**config.mk**
```make
export PLATFORM = sky130hd
export DESIGN_NAME = usc_core
export DESIGN_NICKNAME = d
export VERILOG_FILES = /design/src/logic/usc_pkg.sv /design/src/logic/usc_edge_sync.sv /design/src/logic/usc_core.sv
export SDC_FILE = /design/constraint.sdc
export NUM_CORES = 1
export LEC_CHECK = 0
export BUFFER_PORTS_ARGS = -buffer_cell sky130_fd_sc_hd__buf_2
export CAP_MARGIN = 20
export CORE_ASPECT_RATIO = 1.2
export CORE_MARGIN = 10
export CORE_UTILIZATION = 40
export CTS_CLUSTER_DIAMETER = 40
export DETAILED_ROUTE_END_ITERATION = 12
export GPL_TIMING_DRIVEN = 0
export PLACE_DENSITY = 0.61
export SETUP_SLACK_MARGIN = 0.3
export SLEW_MARGIN = 20
export SYNTH_ARGS = -nofsm -noshare
export SYNTH_HDL_FRONTEND = slang
export SYNTH_SLANG_ARGS = --single-unit
```
**constraint.sdc**
```tcl
create_clock -name pclk -period 2.8 [get_ports pclk]
set_input_delay 0.28 -clock pclk [delete_from_list [all_inputs] [get_ports pclk]]
set_output_delay 0.28 -clock pclk [all_outputs]
set_load 0.02 [all_outputs]
```
**src/logic/usc_pkg.sv**
```systemverilog
// Purpose: shared constants and types of the serial clock and buffer core
// Assumes: APB slave, one clock pclk at 10 MHz
// Notes: register offsets are byte addresses of aligned 32-bit words
package usc_pkg;
    // -----------------------------------------------------------------
    // register map
    // -----------------------------------------------------------------
    localparam logic [7:0] REG_CTRL = 8'h00;
    localparam logic [7:0] REG_DIV_LO = 8'h04;
    localparam logic [7:0] REG_DIV_HI = 8'h08;
    localparam logic [7:0] REG_DATA = 8'h0C;
    localparam logic [7:0] REG_STAT = 8'h10;
    // control fields
    localparam int CB_SYNC = 0;
    localparam int CB_DBL = 1;
    localparam int CB_DIR = 2;
    localparam int CB_POL = 3;
    localparam int CB_PWR = 4;
    localparam int CB_NINE = 5;
    localparam int CB_PEN = 6;
    localparam int CB_PODD = 7;
    localparam int CB_TXEN = 8;
    localparam int CB_RXEN = 9;
    localparam int CTRL_W = 10;
    localparam logic [9:0] CTRL_RESET = 10'h000;
    localparam logic [11:0] DIV_RESET = 12'h000;
    // status fields
    localparam int SB_TXE = 0;
    localparam int SB_TXC = 1;
    localparam int SB_RXC = 2;
    localparam int SB_FE = 3;
    localparam int SB_OVR = 4;
    localparam int SB_PE = 5;
    localparam int SB_B9 = 6;
    // -----------------------------------------------------------------
    // dividers and sample counts (last state index)
    // -----------------------------------------------------------------
    localparam logic [3:0] DIV_NORMAL_LAST = 4'hF;
    localparam logic [3:0] DIV_DOUBLE_LAST = 4'h7;
    localparam logic [3:0] MID_NORMAL = 4'h7;
    localparam logic [3:0] MID_DOUBLE = 4'h3;
    localparam int RX_DEPTH = 2;
    // -----------------------------------------------------------------
    // state machines
    // -----------------------------------------------------------------
    typedef enum logic [2:0] {
        TX_IDLE = 3'h0,
        TX_START = 3'h1,
        TX_DATA = 3'h3,
        TX_PAR = 3'h2,
        TX_STOP = 3'h6
    } usc_tx_e;
    typedef enum logic [1:0] {
        RX_IDLE = 2'h0,
        RX_DATA = 2'h1,
        RX_PAR = 2'h3,
        RX_STOP = 2'h2
    } usc_rx_e;
endpackage

```
**src/logic/usc_edge_sync.sv**
```systemverilog
// Purpose: synchronise an external clock and detect its edges
// Assumes: input toggles slower than a quarter of clk
// Notes: edges appear two clk periods after the pin changes
`timescale 1ns/1ps
`default_nettype none
module usc_edge_sync (
    input wire logic clk,
    input wire logic rst_n,
    input wire logic din,
    output logic rise,
    output logic fall
);
    logic s1_r;
    logic s2_r;
    logic s3_r;

    // two-stage synchroniser, then one stage for the edge detector
    always_ff @(posedge clk or negedge rst_n) begin
        if (!rst_n) begin
            s1_r <= 1'b0;
            s2_r <= 1'b0;
            s3_r <= 1'b0;
        end else begin
            s1_r <= din;
            s2_r <= s1_r;
            s3_r <= s2_r;
        end
    end

    // edge pulses look only at the second and third stages
    assign rise = s2_r & ~s3_r;
    assign fall = ~s2_r & s3_r;
endmodule // usc_edge_sync
`default_nettype wire

```
**src/logic/usc_core.sv**
```systemverilog
// Purpose: baud generator, clock modes and buffering of a serial port
// Assumes: APB slave, zero wait states, txd/rxd/xck synchronous enough
// Notes: receiver takes the frame format that the transmitter sends
`timescale 1ns/1ps
`default_nettype none
module usc_core
    import usc_pkg::*;
(
    input wire logic pclk,
    input wire logic presetn,
    input wire logic [7:0] paddr,
    input wire logic psel,
    input wire logic penable,
    input wire logic pwrite,
    input wire logic [31:0] pwdata,
    output logic [31:0] prdata,
    output logic pready,
    output logic pslverr,
    output logic txd_out,
    input wire logic rxd_in,
    input wire logic xck_in,
    output logic xck_out,
    output logic xck_oe,
    output logic irq_tx_complete,
    output logic irq_tx_empty,
    output logic irq_rx_complete
);
    // -----------------------------------------------------------------
    // register access
    // -----------------------------------------------------------------
    logic [CTRL_W-1:0] ctrl_r;
    logic [11:0] div_r;
    logic [31:0] prdata_r;
    logic wr_en, rd_en, addr_ok, div_lo_wr, div_hi_wr, data_wr, stat_wr, pop;
    logic sync_sel, master, slave, dbl_eff, pol, pwr_off, nine;
    logic baud_tick, tx_step, rx_take, chg_edge, smp_edge;
    logic txbuf_full_r, txc_r, hold_valid_r, ovr_pend_r;
    logic [1:0] rx_cnt_r;
    logic [11:0] rx_mem_r [RX_DEPTH];
    logic rx_rp_r, rx_wp_r;
    logic [11:0] head;

    assign wr_en = psel & penable & pwrite;
    assign rd_en = psel & penable & ~pwrite;
    assign addr_ok = (paddr == REG_CTRL) | (paddr == REG_DIV_LO) | (paddr == REG_DIV_HI)
        | (paddr == REG_DATA) | (paddr == REG_STAT);
    assign div_lo_wr = wr_en & (paddr == REG_DIV_LO);
    assign div_hi_wr = wr_en & (paddr == REG_DIV_HI);
    assign data_wr = wr_en & (paddr == REG_DATA) & ~pwr_off & ctrl_r[CB_TXEN];
    assign stat_wr = wr_en & (paddr == REG_STAT);
    assign pop = rd_en & (paddr == REG_DATA) & (rx_cnt_r != 2'h0);
    assign pready = 1'b1;
    assign pslverr = psel & penable & ~addr_ok;
    assign prdata = prdata_r;
    assign head = rx_mem_r[rx_rp_r];

    // control and divisor registers
    always_ff @(posedge pclk or negedge presetn) begin
        if (!presetn) begin
            ctrl_r <= CTRL_RESET;
            div_r <= DIV_RESET;
        end else begin
            if (wr_en && paddr == REG_CTRL)
                ctrl_r <= pwdata[CTRL_W-1:0];
            if (div_lo_wr)
                div_r[7:0] <= pwdata[7:0];
            if (div_hi_wr)
                div_r[11:8] <= pwdata[3:0];
        end
    end

    // read data captured in the setup cycle
    always_ff @(posedge pclk or negedge presetn) begin
        if (!presetn) begin
            prdata_r <= 32'h0000_0000;
        end else if (psel && !penable) begin
            prdata_r <= 32'h0000_0000;
            case (paddr)
                REG_CTRL: prdata_r[CTRL_W-1:0] <= ctrl_r;
                REG_DIV_LO: prdata_r[7:0] <= div_r[7:0];
                REG_DIV_HI: prdata_r[3:0] <= div_r[11:8];
                REG_DATA: prdata_r[8:0] <= head[8:0];
                REG_STAT: begin
                    prdata_r[SB_TXE] <= ~txbuf_full_r;
                    prdata_r[SB_TXC] <= txc_r;
                    prdata_r[SB_RXC] <= rx_cnt_r != 2'h0;
                    prdata_r[SB_FE] <= head[9];
                    prdata_r[SB_PE] <= head[10];
                    prdata_r[SB_OVR] <= head[11];
                    prdata_r[SB_B9] <= head[8];
                end
                default: prdata_r <= 32'h0000_0000;
            endcase
        end
    end

    // -----------------------------------------------------------------
    // clock modes
    // -----------------------------------------------------------------
    assign pwr_off = ctrl_r[CB_PWR];
    assign sync_sel = ctrl_r[CB_SYNC];
    assign master = sync_sel & ctrl_r[CB_DIR];
    assign slave = sync_sel & ~ctrl_r[CB_DIR];
    assign dbl_eff = ctrl_r[CB_DBL] & ~sync_sel;
    assign pol = ctrl_r[CB_POL];
    assign nine = ctrl_r[CB_NINE];
    assign xck_oe = master & ~pwr_off;

    // -----------------------------------------------------------------
    // baud generator
    // -----------------------------------------------------------------
    logic [11:0] bcnt_r;

    // down-counter, reloaded at zero and on a low-byte write
    always_ff @(posedge pclk or negedge presetn) begin
        if (!presetn)
            bcnt_r <= DIV_RESET;
        else if (div_lo_wr)
            bcnt_r <= {div_r[11:8], pwdata[7:0]};
        else if (pwr_off)
            bcnt_r <= div_r;
        else if (bcnt_r == 12'h000)
            bcnt_r <= div_r;
        else
            bcnt_r <= bcnt_r - 12'h001;
    end

    // strobe, not a derived clock; unused in slave mode
    assign baud_tick = (bcnt_r == 12'h000) & ~pwr_off & ~slave & ~div_lo_wr;

    // -----------------------------------------------------------------
    // transfer clock: master output and slave input
    // -----------------------------------------------------------------
    logic xck_o_r, s_rise, s_fall, x_rise, x_fall;

    // master clock toggles on each tick, idles at the polarity level
    always_ff @(posedge pclk or negedge presetn) begin
        if (!presetn)
            xck_o_r <= 1'b0;
        else if (!master || pwr_off)
            xck_o_r <= pol;
        else if (baud_tick)
            xck_o_r <= ~xck_o_r;
    end
    assign xck_out = xck_o_r;

    usc_edge_sync u_xck_sync (
        .clk(pclk),
        .rst_n(presetn),
        .din(xck_in),
        .rise(s_rise),
        .fall(s_fall)
    );

    // edge selection by polarity
    assign x_rise = master ? (baud_tick & ~xck_o_r) : (slave & s_rise & ~pwr_off);
    assign x_fall = master ? (baud_tick & xck_o_r) : (slave & s_fall & ~pwr_off);
    assign chg_edge = pol ? x_fall : x_rise;
    assign smp_edge = pol ? x_rise : x_fall;

    // -----------------------------------------------------------------
    // transmitter
    // -----------------------------------------------------------------
    usc_tx_e tx_state_r;
    logic [3:0] tx_pre_r, tx_bit_r;
    logic [8:0] txbuf_r, txsh_r;
    logic txd_r, tx_par_r, tx_load, tx_done;
    logic [3:0] tx_last;

    assign tx_last = dbl_eff ? DIV_DOUBLE_LAST : DIV_NORMAL_LAST;

    // async prescaler of baud ticks, 16 or 8
    always_ff @(posedge pclk or negedge presetn) begin
        if (!presetn)
            tx_pre_r <= 4'h0;
        else if (pwr_off || sync_sel)
            tx_pre_r <= 4'h0;
        else if (baud_tick)
            tx_pre_r <= (tx_pre_r >= tx_last) ? 4'h0 : tx_pre_r + 4'h1;
    end
    assign tx_step = sync_sel ? chg_edge : (baud_tick & (tx_pre_r == tx_last));
    assign tx_load = tx_step & txbuf_full_r & ((tx_state_r == TX_IDLE) | (tx_state_r == TX_STOP));
    assign tx_done = tx_step & (tx_state_r == TX_STOP) & ~txbuf_full_r;

    // write buffer ahead of the shifter
    always_ff @(posedge pclk or negedge presetn) begin
        if (!presetn) begin
            txbuf_r <= 9'h000;
            txbuf_full_r <= 1'b0;
        end else if (pwr_off) begin
            txbuf_full_r <= 1'b0;
        end else if (data_wr && !txbuf_full_r) begin
            txbuf_r <= pwdata[8:0];
            txbuf_full_r <= 1'b1;
        end else if (tx_load) begin
            txbuf_full_r <= 1'b0;
        end
    end

    // transmit done flag, write one to clear, set wins
    always_ff @(posedge pclk or negedge presetn) begin
        if (!presetn)
            txc_r <= 1'b0;
        else if (tx_done)
            txc_r <= 1'b1;
        else if (stat_wr && pwdata[SB_TXC])
            txc_r <= 1'b0;
    end

    // frame shifter: start, data lsb first, parity, stop
    always_ff @(posedge pclk or negedge presetn) begin
        if (!presetn) begin
            tx_state_r <= TX_IDLE;
            txsh_r <= 9'h000;
            tx_bit_r <= 4'h0;
            tx_par_r <= 1'b0;
            txd_r <= 1'b1;
        end else if (pwr_off) begin
            tx_state_r <= TX_IDLE;
            txd_r <= 1'b1;
        end else if (tx_load) begin
            tx_state_r <= TX_START;
            txsh_r <= txbuf_r;
            tx_par_r <= ctrl_r[CB_PODD];
            tx_bit_r <= 4'h0;
            txd_r <= 1'b0;
        end else if (tx_step) begin
            case (tx_state_r)
                TX_START, TX_DATA: begin
                    if (tx_state_r == TX_DATA && tx_bit_r == (nine ? 4'h9 : 4'h8)) begin
                        tx_state_r <= ctrl_r[CB_PEN] ? TX_PAR : TX_STOP;
                        txd_r <= ctrl_r[CB_PEN] ? tx_par_r : 1'b1;
                    end else begin
                        tx_state_r <= TX_DATA;
                        txd_r <= txsh_r[0];
                        tx_par_r <= tx_par_r ^ txsh_r[0];
                        txsh_r <= {1'b0, txsh_r[8:1]};
                        tx_bit_r <= tx_bit_r + 4'h1;
                    end
                end
                TX_PAR: begin
                    tx_state_r <= TX_STOP;
                    txd_r <= 1'b1;
                end
                TX_STOP: begin
                    tx_state_r <= TX_IDLE;
                    txd_r <= 1'b1;
                end
                default: begin
                    tx_state_r <= TX_IDLE;
                    txd_r <= 1'b1;
                end
            endcase
        end
    end
    assign txd_out = txd_r;

    // -----------------------------------------------------------------
    // receiver recovery
    // -----------------------------------------------------------------
    usc_rx_e rx_state_r;
    logic [3:0] rx_sc_r, rx_bit_r, rx_last, rx_mid;
    logic [8:0] rxsh_r, hold_data_r;
    logic rx_par_r, pe_r, hold_fe_r, hold_pe_r, rx_on, new_start, push, drop;

    assign rx_on = ~pwr_off & ctrl_r[CB_RXEN];
    assign rx_last = dbl_eff ? DIV_DOUBLE_LAST : DIV_NORMAL_LAST;
    assign rx_mid = dbl_eff ? MID_DOUBLE : MID_NORMAL;

    // async sample counter on raw ticks; sync uses the two clock phases
    always_ff @(posedge pclk or negedge presetn) begin
        if (!presetn)
            rx_sc_r <= 4'h0;
        else if (!rx_on || sync_sel)
            rx_sc_r <= 4'h0;
        else if (rx_state_r == RX_IDLE && rxd_in)
            rx_sc_r <= 4'h0;
        else if (baud_tick)
            rx_sc_r <= (rx_sc_r >= rx_last) ? 4'h0 : rx_sc_r + 4'h1;
    end
    assign rx_take = sync_sel ? smp_edge : (baud_tick & (rx_sc_r == rx_mid));
    assign new_start = rx_on & rx_take & (rx_state_r == RX_IDLE) & ~rxd_in;

    // frame receiver; a high start sample is a false start
    always_ff @(posedge pclk or negedge presetn) begin
        if (!presetn) begin
            rx_state_r <= RX_IDLE;
            rxsh_r <= 9'h000;
            rx_bit_r <= 4'h0;
            rx_par_r <= 1'b0;
            pe_r <= 1'b0;
        end else if (!rx_on) begin
            rx_state_r <= RX_IDLE;
        end else if (rx_take) begin
            case (rx_state_r)
                RX_IDLE: begin
                    if (!rxd_in) begin
                        rx_state_r <= RX_DATA;
                        rx_bit_r <= 4'h0;
                        rx_par_r <= ctrl_r[CB_PODD];
                        pe_r <= 1'b0;
                    end
                end
                RX_DATA: begin
                    rxsh_r <= {rxd_in, rxsh_r[8:1]};
                    rx_par_r <= rx_par_r ^ rxd_in;
                    rx_bit_r <= rx_bit_r + 4'h1;
                    if (rx_bit_r == (nine ? 4'h8 : 4'h7))
                        rx_state_r <= ctrl_r[CB_PEN] ? RX_PAR : RX_STOP;
                end
                RX_PAR: begin
                    pe_r <= rx_par_r ^ rxd_in;
                    rx_state_r <= RX_STOP;
                end
                RX_STOP: rx_state_r <= RX_IDLE;
                default: rx_state_r <= RX_IDLE;
            endcase
        end
    end

    // -----------------------------------------------------------------
    // shifter as third level and two-entry receive FIFO
    // -----------------------------------------------------------------
    assign push = hold_valid_r & (rx_cnt_r != 2'h2);
    assign drop = new_start & hold_valid_r & (rx_cnt_r == 2'h2) & ~pop;

    // completed frame waits here while the FIFO is full
    always_ff @(posedge pclk or negedge presetn) begin
        if (!presetn) begin
            hold_valid_r <= 1'b0;
            hold_data_r <= 9'h000;
            hold_fe_r <= 1'b0;
            hold_pe_r <= 1'b0;
        end else if (!rx_on) begin
            hold_valid_r <= 1'b0;
        end else if (rx_take && rx_state_r == RX_STOP) begin
            hold_valid_r <= 1'b1;
            hold_data_r <= nine ? rxsh_r : {1'b0, rxsh_r[8:1]};
            hold_fe_r <= ~rxd_in;
            hold_pe_r <= pe_r;
        end else if (push || drop) begin
            hold_valid_r <= 1'b0;
        end
    end

    // overrun noted on the next entry that enters the FIFO
    always_ff @(posedge pclk or negedge presetn) begin
        if (!presetn)
            ovr_pend_r <= 1'b0;
        else if (drop)
            ovr_pend_r <= 1'b1;
        else if (push)
            ovr_pend_r <= 1'b0;
    end

    // circular FIFO with status stored beside the data
    always_ff @(posedge pclk or negedge presetn) begin
        if (!presetn) begin
            rx_wp_r <= 1'b0;
            rx_rp_r <= 1'b0;
            rx_cnt_r <= 2'h0;
            for (int i = 0; i < RX_DEPTH; i++)
                rx_mem_r[i] <= 12'h000;
        end else begin
            if (push) begin
                rx_mem_r[rx_wp_r] <= {ovr_pend_r, hold_pe_r, hold_fe_r, hold_data_r};
                rx_wp_r <= ~rx_wp_r;
            end
            if (pop)
                rx_rp_r <= ~rx_rp_r;
            rx_cnt_r <= rx_cnt_r + {1'b0, push} - {1'b0, pop};
        end
    end

    // interrupt request levels
    assign irq_tx_complete = txc_r;
    assign irq_tx_empty = ~txbuf_full_r & ctrl_r[CB_TXEN] & ~pwr_off;
    assign irq_rx_complete = rx_cnt_r != 2'h0;

    // -----------------------------------------------------------------
    // checks
    // -----------------------------------------------------------------
    logic [11:0] gap_r;
    logic clean_r;

    // cycles since the last tick, valid while the divisor held still
    always_ff @(posedge pclk or negedge presetn) begin
        if (!presetn) begin
            gap_r <= 12'h000;
            clean_r <= 1'b0;
        end else begin
            gap_r <= baud_tick ? 12'h000 : gap_r + 12'h001;
            if (div_lo_wr || div_hi_wr || pwr_off || slave)
                clean_r <= 1'b0;
            else if (baud_tick)
                clean_r <= 1'b1;
        end
    end

    chk_tick_period: assert property (@(posedge pclk) disable iff (!presetn)
        baud_tick && clean_r |-> gap_r == div_r)
        else $error("baud tick period differs from divisor plus one");
    chk_baud_reload: assert property (@(posedge pclk) disable iff (!presetn)
        baud_tick |=> bcnt_r == $past(div_r))
        else $error("counter not reloaded with divisor at zero");
    chk_tx_divide: assert property (@(posedge pclk) disable iff (!presetn)
        (tx_step && !sync_sel) |-> baud_tick && tx_pre_r == (dbl_eff ? 4'h7 : 4'hF))
        else $error("async transmit step not at divider end");
    chk_pin_unused: assert property (@(posedge pclk) disable iff (!presetn)
        !sync_sel |-> !xck_oe && !x_rise && !x_fall)
        else $error("transfer clock active outside sync mode");
    chk_sync_nodbl: assert property (@(posedge pclk) disable iff (!presetn)
        sync_sel |-> !dbl_eff && (tx_pre_r == 4'h0 || !$past(sync_sel)))
        else $error("double speed affects sync mode");
    chk_slave_lat: assert property (@(posedge pclk) disable iff (!presetn)
        (slave && !pwr_off && !pol && $rose(xck_in))[*1] ##1 (slave && !pwr_off && !pol)[*1]
        |-> ##1 chg_edge)
        else $error("slave clock edge not seen two cycles later");
    chk_fifo_depth: assert property (@(posedge pclk) disable iff (!presetn)
        (rx_cnt_r <= 2'h2) and (pop |=> rx_cnt_r == $past(rx_cnt_r) - {1'b0, !$past(push)}))
        else $error("receive FIFO depth or pop wrong");
    chk_third_level: assert property (@(posedge pclk) disable iff (!presetn)
        hold_valid_r && rx_cnt_r == 2'h2 && !pop && !new_start && rx_on |=> hold_valid_r)
        else $error("held frame lost without a new start");
    chk_power_off: assert property (@(posedge pclk) disable iff (!presetn)
        pwr_off && $past(pwr_off) |-> tx_state_r == TX_IDLE && !baud_tick && !xck_oe && txd_out)
        else $error("block active while powered off");
    chk_back_to_back: assert property (@(posedge pclk) disable iff (!presetn)
        tx_step && tx_state_r == TX_STOP && txbuf_full_r && !pwr_off
        |=> tx_state_r == TX_START && !txd_out)
        else $error("gap between buffered frames");
endmodule // usc_core
`default_nettype wire

```
; After elaboration in Yosys (flattened, before gate mapping)
; Cells that the tools add are included.
[totals]
register_bits = 143
inputBits = 47
output_inout_bits = 40
[classes]
add_sub_neg = 7
magnitude_cmp = 5
eq_ne = 23
mux = 80
n_bitwise = 67
reduce_logical = 40
[op_table]
columns = operator, count
row1 = two-way mux 12 bit, 7
row2 = two-way mux 4 bit, 14
row3 = two-way mux 9 bit, 5
row4 = AND 1 bit, 43
row5 = two-way mux 1 bit, 33
row6 = bitwise mux 24 bit, 1
row7 = case mux 4 bit (5 select lines), 1
row8 = two-way mux 3 bit, 6
row9 = nonzero test 2 bit, 9
row10 = adder 4 x 1 -> 4 bit (second input constant), 4
row11 = equality test 8 x 4 -> 1 bit (second input constant), 2
row12 = NOT 1 bit, 15
row13 = demux 12 bit (select 1 bit), 1
row14 = equality test 4 bit, 3
row15 = zero test 12 bit, 1
row16 = case mux 3 bit (4 select lines), 1
row17 = AND reduction 4 bit, 3
row18 = subtractor 12 x 1 -> 12 bit (second input constant), 1
row19 = nonzero test 3 bit, 3
row20 = equality test 8 x 3 -> 1 bit (second input constant), 1
row21 = equality test 8 x 5 -> 1 bit (second input constant), 1
row22 = >= comparator 4 bit, 2
row23 = logical AND 1 bit, 8
row24 = zero test 8 bit, 1
row25 = other kinds (29), 56

; Logic depth before layout (Yosys ltp)
; Gate-level depths: netlist of the first run.
[logic_depth]
word_depth = 19
ltp_mapped = 11

; Cells and area by module
; From an unflattened synthesis of the first run, not the netlist that was laid out.
[unflattened]
cells_unflattened = 688
area_unflattened_um2 = 7289.5
[by_module_without_submodules]
columns = mod, instances, cells_each, area_per_inst_um2, seq_area_each_um2
row1 = usc_core, 1, 683, 7199.4, 3504.6
row2 = usc_edge_sync, 1, 5, 90.1, 75.1

; Least setup slack after synthesis of the first run
; Ideal clock, no wire load.
[synth_timing]
path_type = in2reg
start = input port paddr[7]
end = register rx_cnt_r[1]
setup_ps = 80
arrival_time_ps = 2434
required_time_ps = 2720
path_slack_ps = 286
path_stages = 10
n_path_buf = 1
cell_sequence = or3_1 > or3_1 > buf_2 > nor3_4 > nor4b_2 > ha_1 > inv_1 > ha_1 > xnor2_1 > xnor2_1
[synth_via]
elab_chain_cells = 4
[synth_rtl]
columns = element, line
row1 = start: declaration, usc_core.sv:11  ; input wire logic [7:0] paddr,
row2 = equality test 8 x 4 -> 1 bit, usc_core.sv:51  ; assign pop = rd_en & (paddr == REG_DATA) & (rx_cnt_r != 2'h0);
row3 = AND 1 bit (2 in a row), usc_core.sv:51
row4 = net pop, usc_core.sv:34  ; logic wr_en, rd_en, addr_ok, div_lo_wr, div_hi_wr, data_wr, stat_wr, pop;
row5 = subtractor 2 x 1 -> 2 bit, usc_core.sv:371  ; rx_cnt_r <= rx_cnt_r + {1'b0, push} - {1'b0, pop};
row6 = end signal: assignment, usc_core.sv:371
row7 = end: declaration, usc_core.sv:38  ; logic [1:0] rx_cnt_r;
; The timed path passes the listed nets, and every way through them passes these cells.
; A chain may end at the register's enable or synchronous reset.

; Worst setup path in the final report of the first run
[layout_timing]
start = register ctrl_r[4]
end = register hold_data_r[2]
[layout_via]
elab_chain_cells = 10
elab_cells_between_ends = 16
classes_between = mux (4) / bitwise (10) / reduce/logical (2)
[layout_rtl]
columns = element, line
row1 = start: declaration, usc_core.sv:31  ; logic [CTRL_W-1:0] ctrl_r;
row2 = start signal: assignment, usc_core.sv:64  ; ctrl_r <= pwdata[CTRL_W-1:0];
row3 = NOT 1 bit (no line) *, -
row4 = AND 1 bit (3 in a row), usc_core.sv:129  ; assign baud_tick = (bcnt_r == 12'h000) & ~pwr_off & ~slave & ~div_lo_wr;
row5 = AND 1 bit (on tied branches), "usc_core.sv:157, usc_core.sv:156"
row6 = two-way mux 1 bit (on tied branches), "usc_core.sv:157, usc_core.sv:156"
row7 = two-way mux 1 bit, usc_core.sv:159  ; assign smp_edge = pol ? x_rise : x_fall;
row8 = two-way mux 1 bit, usc_core.sv:281  ; assign rx_take = sync_sel ? smp_edge : (baud_tick & (rx_sc_r == rx_mid));
row9 = logical AND 1 bit, usc_core.sv:336  ; end else if (rx_take && rx_state_r == RX_STOP) begin
row10 = AND reduction 2 bit (no line) *, -
row11 = end signal: assignment, usc_core.sv:338  ; hold_data_r <= nine ? rxsh_r : {1'b0, rxsh_r[8:1]};
row12 = end: declaration, usc_core.sv:263  ; logic [8:0] rxsh_r, hold_data_r;
; Every way passes the cells marked *; elsewhere a longest branch is shown, timed or not.

==> summary.txt, run 1 <==
Clock network
  • Clock tree buffer depth: 2
  • Clk pin slew, worst setup/hold paths: 0.06 ns
  • CTS tree: yes
  • Root Driver: clkbuf_16
  • CTS buffer count: 17
  • CTS HTree Levels: 4
  • Clk_lat worst skew: 0.43 ns
  • TritonCTS Sinks: 143

Die
  • Rows: 53
  • Core box area: 0.0176 sq mm
  • Die area: 0.0237 sq mm
  • Die W: 142 microns
  • Die span in y: 167 microns
  • Initial core utilization: 40.8%
  • # IOs: 87

Timing
  • Clock skew: 0.0115 ns
  • Slew HR: 42.2%
  • Hold slack: 0.0980 ns
  • Worst Max-Slew Pin Slew: 0.856 ns
  • RSZ-0062 raised after global routing: no
  • Final min period: 2.39 ns
  • Fin. Hold Viols: 0
  • Slew Viols, Final: 0
  • Fmax: 419 MHz
  • Final period utilization: 85.3%
  • Final setup viols: 0

Yosys
  • Avg Cell Area, Syn: 10.8 sq um
  • Area of the mapped netlist: 0.00717 sq mm
  • Area share of the largest cell type after synthesis: 49.6%
  • Main synth FF type: dfrtp_1
  • Yosys warning count: 0
  • Register area share after synthesis: 50.0%
  • Post-synth EDFFs: 0
  • Synth Register Bits: 143
  • Netlist cell types: 64
  • Largest area contributor in the netlist: dfrtp_1
  • Synthesized instance count: 665
  • Ys async rst share: 100%
  • Largest cells by area after synthesis: dfrtp_1 (50%), mux2_2 (11%), nand2_1 (3.5%)

Setup path
  • Worst-path cell chain: buf_2, nand2b_1, or3_1, a211oi_2, nor2_2, nor3_2, buf_4, clkbuf_4, mux2_2
  • Crit path launch: ctrl_r[4]
  • Critical path class: reg -> reg
  • Slowest stage cell, crit path: dfrtp_1
  • Worst Path Required: 3.12 ns
  • CP Max Fanout: 8
  • Max stage delay on crit path: 0.35 ns
  • CP delay by family, top: simple AND/OR/NAND/NOR gates
  • CP Launch Type: register
  • Crit path buf inv count: 3
  • WP data arrival: 2.71 ns
  • Crit end category: register
  • RR Startpoint: ctrl_r[4]

Hold path
  • Hold_sp: pwdata[6]
  • Min-delay worst type: in -> reg

Pwr
  • Pleak: 4.14 nW
  • Power Total: 4.56 mW
  • Peak VDD IR: 0.000445 V
  • Ratio of total power to cell area: 535 mW/mm^2

GRT
  • Vias in the first global route: 5578
  • GR Util All Layers: 15.7%
  • Largest net degree at the start of global routing: 87
  • Initial antenna violation count: 0
  • Global-route wire length before repair: 29700 microns
  • Remaining Overflow, GRT: 0

Placed design
  • Gpl congestion: 0.879
  • IO Port Bufs: 41
  • Post-DP Area: 0.00777 sq mm
  • HPWL Detailed: 13500 microns

Routing
  • Drt pass-1 iters: 4
  • Routed vias: 5417
  • Wire length per cell: 18.5 microns
  • Vias per inst: 5.44
  • ANT nets after route: 0
  • DR iter-0 viols: 402
  • Drc violations: 0
  • Routed WL: 18500 microns

Flow run
  • Maxcap violations: 0

Cells and area
  • Proportion of layout cells with a drive suffix above 1: 28.0%
  • Fin area: 0.00851 sq mm
  • Synthesis-to-finish area growth: 18.8%
  • Final Util: 48.4%
  • Antenna diodes: 0
  • Layout Nets: 819

Outcome
  • Outcome: completed
-- metal layers --
layer | routed length, microns | vias to the layer above | GRT usage (%)
li1 | - | 2570 | -
met1 | 7720 | 2679 | 18.3
met2 | 9310 | 135 | 25.9
met3 | 876 | 33 | 4.30
met4 | 538 | 0 | 7.25
met5 | 0 | - | 0
-- final timing paths --
check,end,slack [ns],cells after the start
max in group asynchronous,rx_mem_r[9],1.66,3
worst max register to register,hold_data_r[2],0.41,9
min in group asynchronous,tx_bit_r[0],0.37,2
worst max-delay path,hold_data_r[2],0.41,9
worst min-delay path,div_r[6],0.1,3
worst min register to register,u_xck_sync.s2_r,0.35,0
-- worst reg2reg max path, stage by stage (launching register included) --
cell	delay, ns
dfrtp_1	0.35
buf_2	0.19
nand2b_1	0.21
or3_1	0.33
a211oi_2	0.27
nor2_2	0.10
nor3_2	0.13
buf_4	0.16
clkbuf_4	0.19
mux2_2	0.34
-- power by group --
part | total, mW | switching, mW | internal, mW
Clock | 2.08 | 0.934 | 1.15
Sequential | 2.11 | 0.0256 | 2.09
Combinational | 0.362 | 0.227 | 0.134
-- layout make-up --
type / count / area [sq um]
Buffer: 54 / 322
Inverter: 15 / 56.3
Sequential cell: 143 / 3580
Multi-Input combinational cell: 474 / 3380
Timing Repair Buffer: 57 / 360
Tap cell: 220 / 275
Fill cell: 1583 / 9060
Clock buffer: 19 / 433
Clock inverter: 13 / 105
-- cells in the final DEF (no fill, tap or decap), types with 18 or more instances in the layout --
master / count
dfrtp_1: 142
mux2_2: 71
nand2_1: 67
buf_2: 47
nor2_1: 46
buf_4: 35
o21ai_0: 25
a21oi_1: 23
conb_1: 23
mux2i_1: 20
clkbuf_1: 19
nand3_1: 18
-- sequential cells by signal (all words and copies together) (netlist names), 9 cells and up --
signal / cells
rxsh_r: 9
txsh_r: 9
hold_data_r: 9
div_r: 12
rx_mem_r: 24
bcnt_r: 12
prdata: 10
txbuf_r: 9
ctrl_r: 10
-- what timing repair did --
item | CTS | global route
hold endpoints to repair | 57 | 0
pin swaps | 4 | 5
resized for setup | 11 | 13
hold buffers | 2 | 0
setup buffers | 3 | 9
gates cloned | 0 | 1
setup endpoints to repair | 45 | 39
-- Yosys cell counts, types with 4 or more instances --
| library cell | n |
|---|---|
| a21oi_1 | 23 |
| nor2_1 | 48 |
| a31oi_1 | 4 |
| a32o_1 | 5 |
| or3_1 | 7 |
| xnor2_1 | 11 |
| ha_1 | 10 |
| nor2b_1 | 10 |
| a221oi_1 | 6 |
| clkbuf_1 | 20 |
| nand2_1 | 67 |
| nand3_1 | 19 |
| a32oi_1 | 4 |
| a22o_1 | 5 |
| or4_1 | 4 |
| dfrtp_1 | 142 |
| mux2_2 | 71 |
| inv_1 | 15 |
| buf_2 | 7 |
| o22ai_1 | 12 |
| nor3_1 | 13 |
| o21ai_0 | 25 |
| mux2i_1 | 20 |
| nor3b_1 | 5 |
| buf_4 | 24 |
| nand2b_1 | 7 |
| xor2_1 | 7 |
| a2bb2oi_1 | 9 |
-- cells by family after synthesis --
| group | Yosys count | synth area share (%) |
|---|---|---|
| adder cells (fa/ha/maj) | 10 | 1.75 |
| AO/OA/AOI/OAI | 120 | 11.5 |
| XOR/XNOR | 18 | 2.20 |
| AND/OR/NAND/NOR | 212 | 15.6 |
| other | 2 | 0.105 |
| multiplexers | 91 | 14.0 |
| flip-flops | 143 | 50.0 |
| buffers and inverters | 69 | 4.99 |
-- through the flow --
stage / TNS, ns / std cells / setup slack [ns]
final: 0 / 995 / 0.412
after CTS: 0 / 985 / 0.314
after global placement: -81.07 / 947 / -0.581
after floorplan: 0 / 686 / 0.339
after global routing: 0 / 995 / 0.301
after detailed placement: -0.386 / 948 / -0.0991
Note: power is estimated with default switching activity, not from simulation.
==> run 2: changes to the inputs <==
--- a/config.mk
+++ b/config.mk
@@ -14,8 +14,9 @@
 export DETAILED_ROUTE_END_ITERATION = 12
 export GPL_TIMING_DRIVEN = 0
 export PLACE_DENSITY = 0.61
+export REMOVE_ABC_BUFFERS = 1
 export SETUP_SLACK_MARGIN = 0.3
-export SLEW_MARGIN = 20
+export SLEW_MARGIN = 30
 export SYNTH_ARGS = -nofsm -noshare
 export SYNTH_HDL_FRONTEND = slang
 export SYNTH_SLANG_ARGS = --single-unit
==> run 2 against run 1 <==
Compared with the run above: sequential cell count unchanged; die area unchanged; global-route usage fell by 0.32 points; critical path depth is 2 lower; final cell count shrank 4.7%; utilization fell by 0.69 points; clock-buffer cell count unchanged; combinational power hardly changed; clock skew fell by 0.00051 ns; hold slack better by 0.014 ns.
==> summary.txt, run 2 (synthesis gave the netlist of run 1 again) <==
Outcome
  • Outcome: completed

Pwr
  • Switching Share: 25.1% (-0.95 points)
  • Ratio of total power to cell area: 572 mW/mm^2 (+6.9%)
  • Net Switching: 1.20 mW (+1.5%)
  • Clock power frac: 48.3% (+2.7 points)
  • Pleak: 4.04 nW (-2.5%)
  • Internal power: 3.59 mW (+6.7%)
  • Combinational Power Share: 7.6% (-0.3 points)
  • Peak VDD IR: 0.000357 V (-20%)
  • Reg power frac: 44.1% (-2.3 points)

Cells and area
  • Most common cell after layout, fill and taps aside: dfrtp_1
  • Layout Nets: 772 (-5.7%)
  • Synthesis-to-finish area growth: 17.1%
  • Number of flip-flops in the largest register: 24 (unchanged)
  • Top reg by flops: rx_mem_r
  • Antenna diodes: 0 (unchanged)
  • Proportion of layout cells with a drive suffix above 1: 27.1% (-0.94 points)
  • Most frequent cells in the layout: dfrtp_1 (138), mux2_2 (71), nand2_1 (67)
  • Leading registers by flop count: rx_mem_r (24), bcnt_r (12), div_r (12)

Clock network
  • Root Driver: clkbuf_16
  • Clk_lat worst skew: 0.43 ns (about the same)
  • Clk pin slew, worst setup/hold paths: 0.07 ns (about the same)
  • TritonCTS Sinks: 143 (unchanged)
  • CTS tree: yes
  • CTS buffer count: 17 (unchanged)
  • Clock tree buffer depth: 2 (unchanged)
  • CTS HTree Levels: 4 (unchanged)

Timing
  • Final period utilization: 86.2% (+0.93 points)
  • Fmax: 414 MHz (-1.1%)
  • Fin. Hold Viols: 0 (unchanged)
  • Final setup viols: 0 (unchanged)
  • Slew Viols, Final: 0 (unchanged)
  • Hold slack: 0.112 ns (+0.0137 ns)
  • Setup TNS: 0 ns (unchanged)
  • Slew HR: 34.2% (-8.0 points)
  • Clock skew: 0.0110 ns (-0.000509 ns)
  • RSZ-0062 raised after global routing: no
  • Worst Max-Slew Pin Slew: 0.979 ns (+0.124 ns)
  • Final min period: 2.41 ns (+0.0261 ns)

Routing
  • Routed vias: 5169 (-4.6%)
  • Routed WL: 18200 microns (-1.4%)
  • Wire length per cell: 19.2 microns (+3.5%)
  • Drc violations: 0 (unchanged)
  • Drt pass-1 iters: 5 (+1)
  • Vias per inst: 5.45 (+0.15%)
  • DR iter-0 viols: 410 (+2.0%)
  • ANT nets after route: 0 (unchanged)

Setup path
  • Worst-path cell chain: buf_2, or3_1, or3_1, nor3_4, buf_4, and3_1, mux2_2
  • RR Startpoint: ctrl_r[4]
  • Crit path launch: paddr[7]
  • CP Max Fanout: 10 (+2)
  • Crit end category: register
  • Setup slack, reg-to-reg: 0.43 ns (+0.02 ns)
  • Critical path class: in -> reg
  • Slowest stage cell, crit path: or3_1
  • Reg-to-Reg End: txbuf_r[1]
  • WP data arrival: 2.73 ns (+0.02 ns)
  • Max stage delay on crit path: 0.55 ns (+0.20 ns)
  • Worst Path Required: 3.11 ns (about the same)
  • Most frequent cell on the critical path: or3_1
  • CP Launch Type: input pin
  • Worst Reg-to-Reg Cells: 5 (-4)

Die
  • Die span in y: 167 microns (unchanged)
  • # IOs: 87 (unchanged)
  • Core box area: 0.0176 sq mm (unchanged)
  • Rows: 53 (unchanged)
  • Die area: 0.0237 sq mm (unchanged)
  • Initial core utilization: 40.8% (unchanged)
  • Die W: 142 microns (unchanged)

GRT
  • Global-route wire length before repair: 28900 microns (-2.8%)
  • Vias in the first global route: 5197 (-6.8%)
  • GR Util All Layers: 15.3% (-0.32 points)
  • Remaining Overflow, GRT: 0 (unchanged)
  • Initial antenna violation count: 0 (unchanged)
  • Largest net degree at the start of global routing: 52 (-40%)

Flow run
  • Maxcap violations: 0 (unchanged)

Hold path
  • Hold Crit Endpoint: ctrl_r[9]
  • Min-delay worst type: in -> reg
  • Hold_sp: pwdata[9]
  • Hold depth: 2 (-1)

Placed design
  • HPWL Detailed: 12800 microns (-5.7%)
  • Gpl congestion: 0.815 (-7.3%)
  • IO Port Bufs: 41 (unchanged)
run 2: per-stage QoR:
stage	total power [mW]	worst slack (ns)	util [%]	area, sq um	cells
2_1_floorplan	2.32	0.225	-	6940	632
3_3_place_gp	2.45	-0.550	42.2	7420	893
3_5_place_dp	2.46	-0.461	42.7	7510	895
4_1_cts	4.81	0.317	47.0	8260	935
5_1_grt	4.97	0.327	47.7	8390	948
6_report	4.80	0.386	47.7	8390	948
run 2: how the worst max path moves through the flow:
stage | end | slack, ns
after floorplan | bcnt_r[10] | 0.22
after global placement | bcnt_r[9] | -0.55
after detailed placement | txsh_r[5] | -0.46
after CTS | txsh_r[4] | 0.32
after global routing | tx_bit_r[2] | 0.33
final | txbuf_r[1] | 0.39
run 2: final cells by class:
cell class	instances	area (sq um)
Clock buffer	19	453
Clock inverter	13	153
Fill cell	1557	9180
Inverter	15	56.3
Multi-Input combinational cell	476	3440
Sequential cell	143	3590
Tap cell	220	275
Timing Repair Buffer	62	430
run 2: what timing repair did:
| item | CTS | global route |
|---|---|---|
| setup endpoints to repair | 48 | 33 |
| pin swaps | 3 | 8 |
| hold buffers | 2 | 0 |
| buffers inserted | 6 | 11 |
| cloned | 0 | 2 |
| gates resized for setup | 15 | 7 |
| hold endpoints to repair | 45 | 0 |
run 2: per-layer routing:
layer	global-route usage, %	wire length, microns
met1	19.4	7960
met2	24.5	9030
met3	3.87	866
met4	6.05	342
met5	0	0
run 2: worst max-delay path, delay by kind of cell:
kind / cells / cell delay [ns]
buffers and inverters: 2 / 0.26
muxes: 1 / 0.41
and+or+nand+nor: 4 / 1.77
run 2: power by group through the flow:
| stage | registers [mW] | logic [mW] | clock network, mW |
|---|---|---|---|
| final | 2.12 | 0.365 | 2.32 |
| after global routing | 2.12 | 0.400 | 2.45 |
| after CTS | 2.12 | 0.337 | 2.36 |
| after detailed placement | 2.16 | 0.309 | 0 |
| after global placement | 2.15 | 0.291 | 0 |
| after floorplan | 2.15 | 0.161 | 0 |
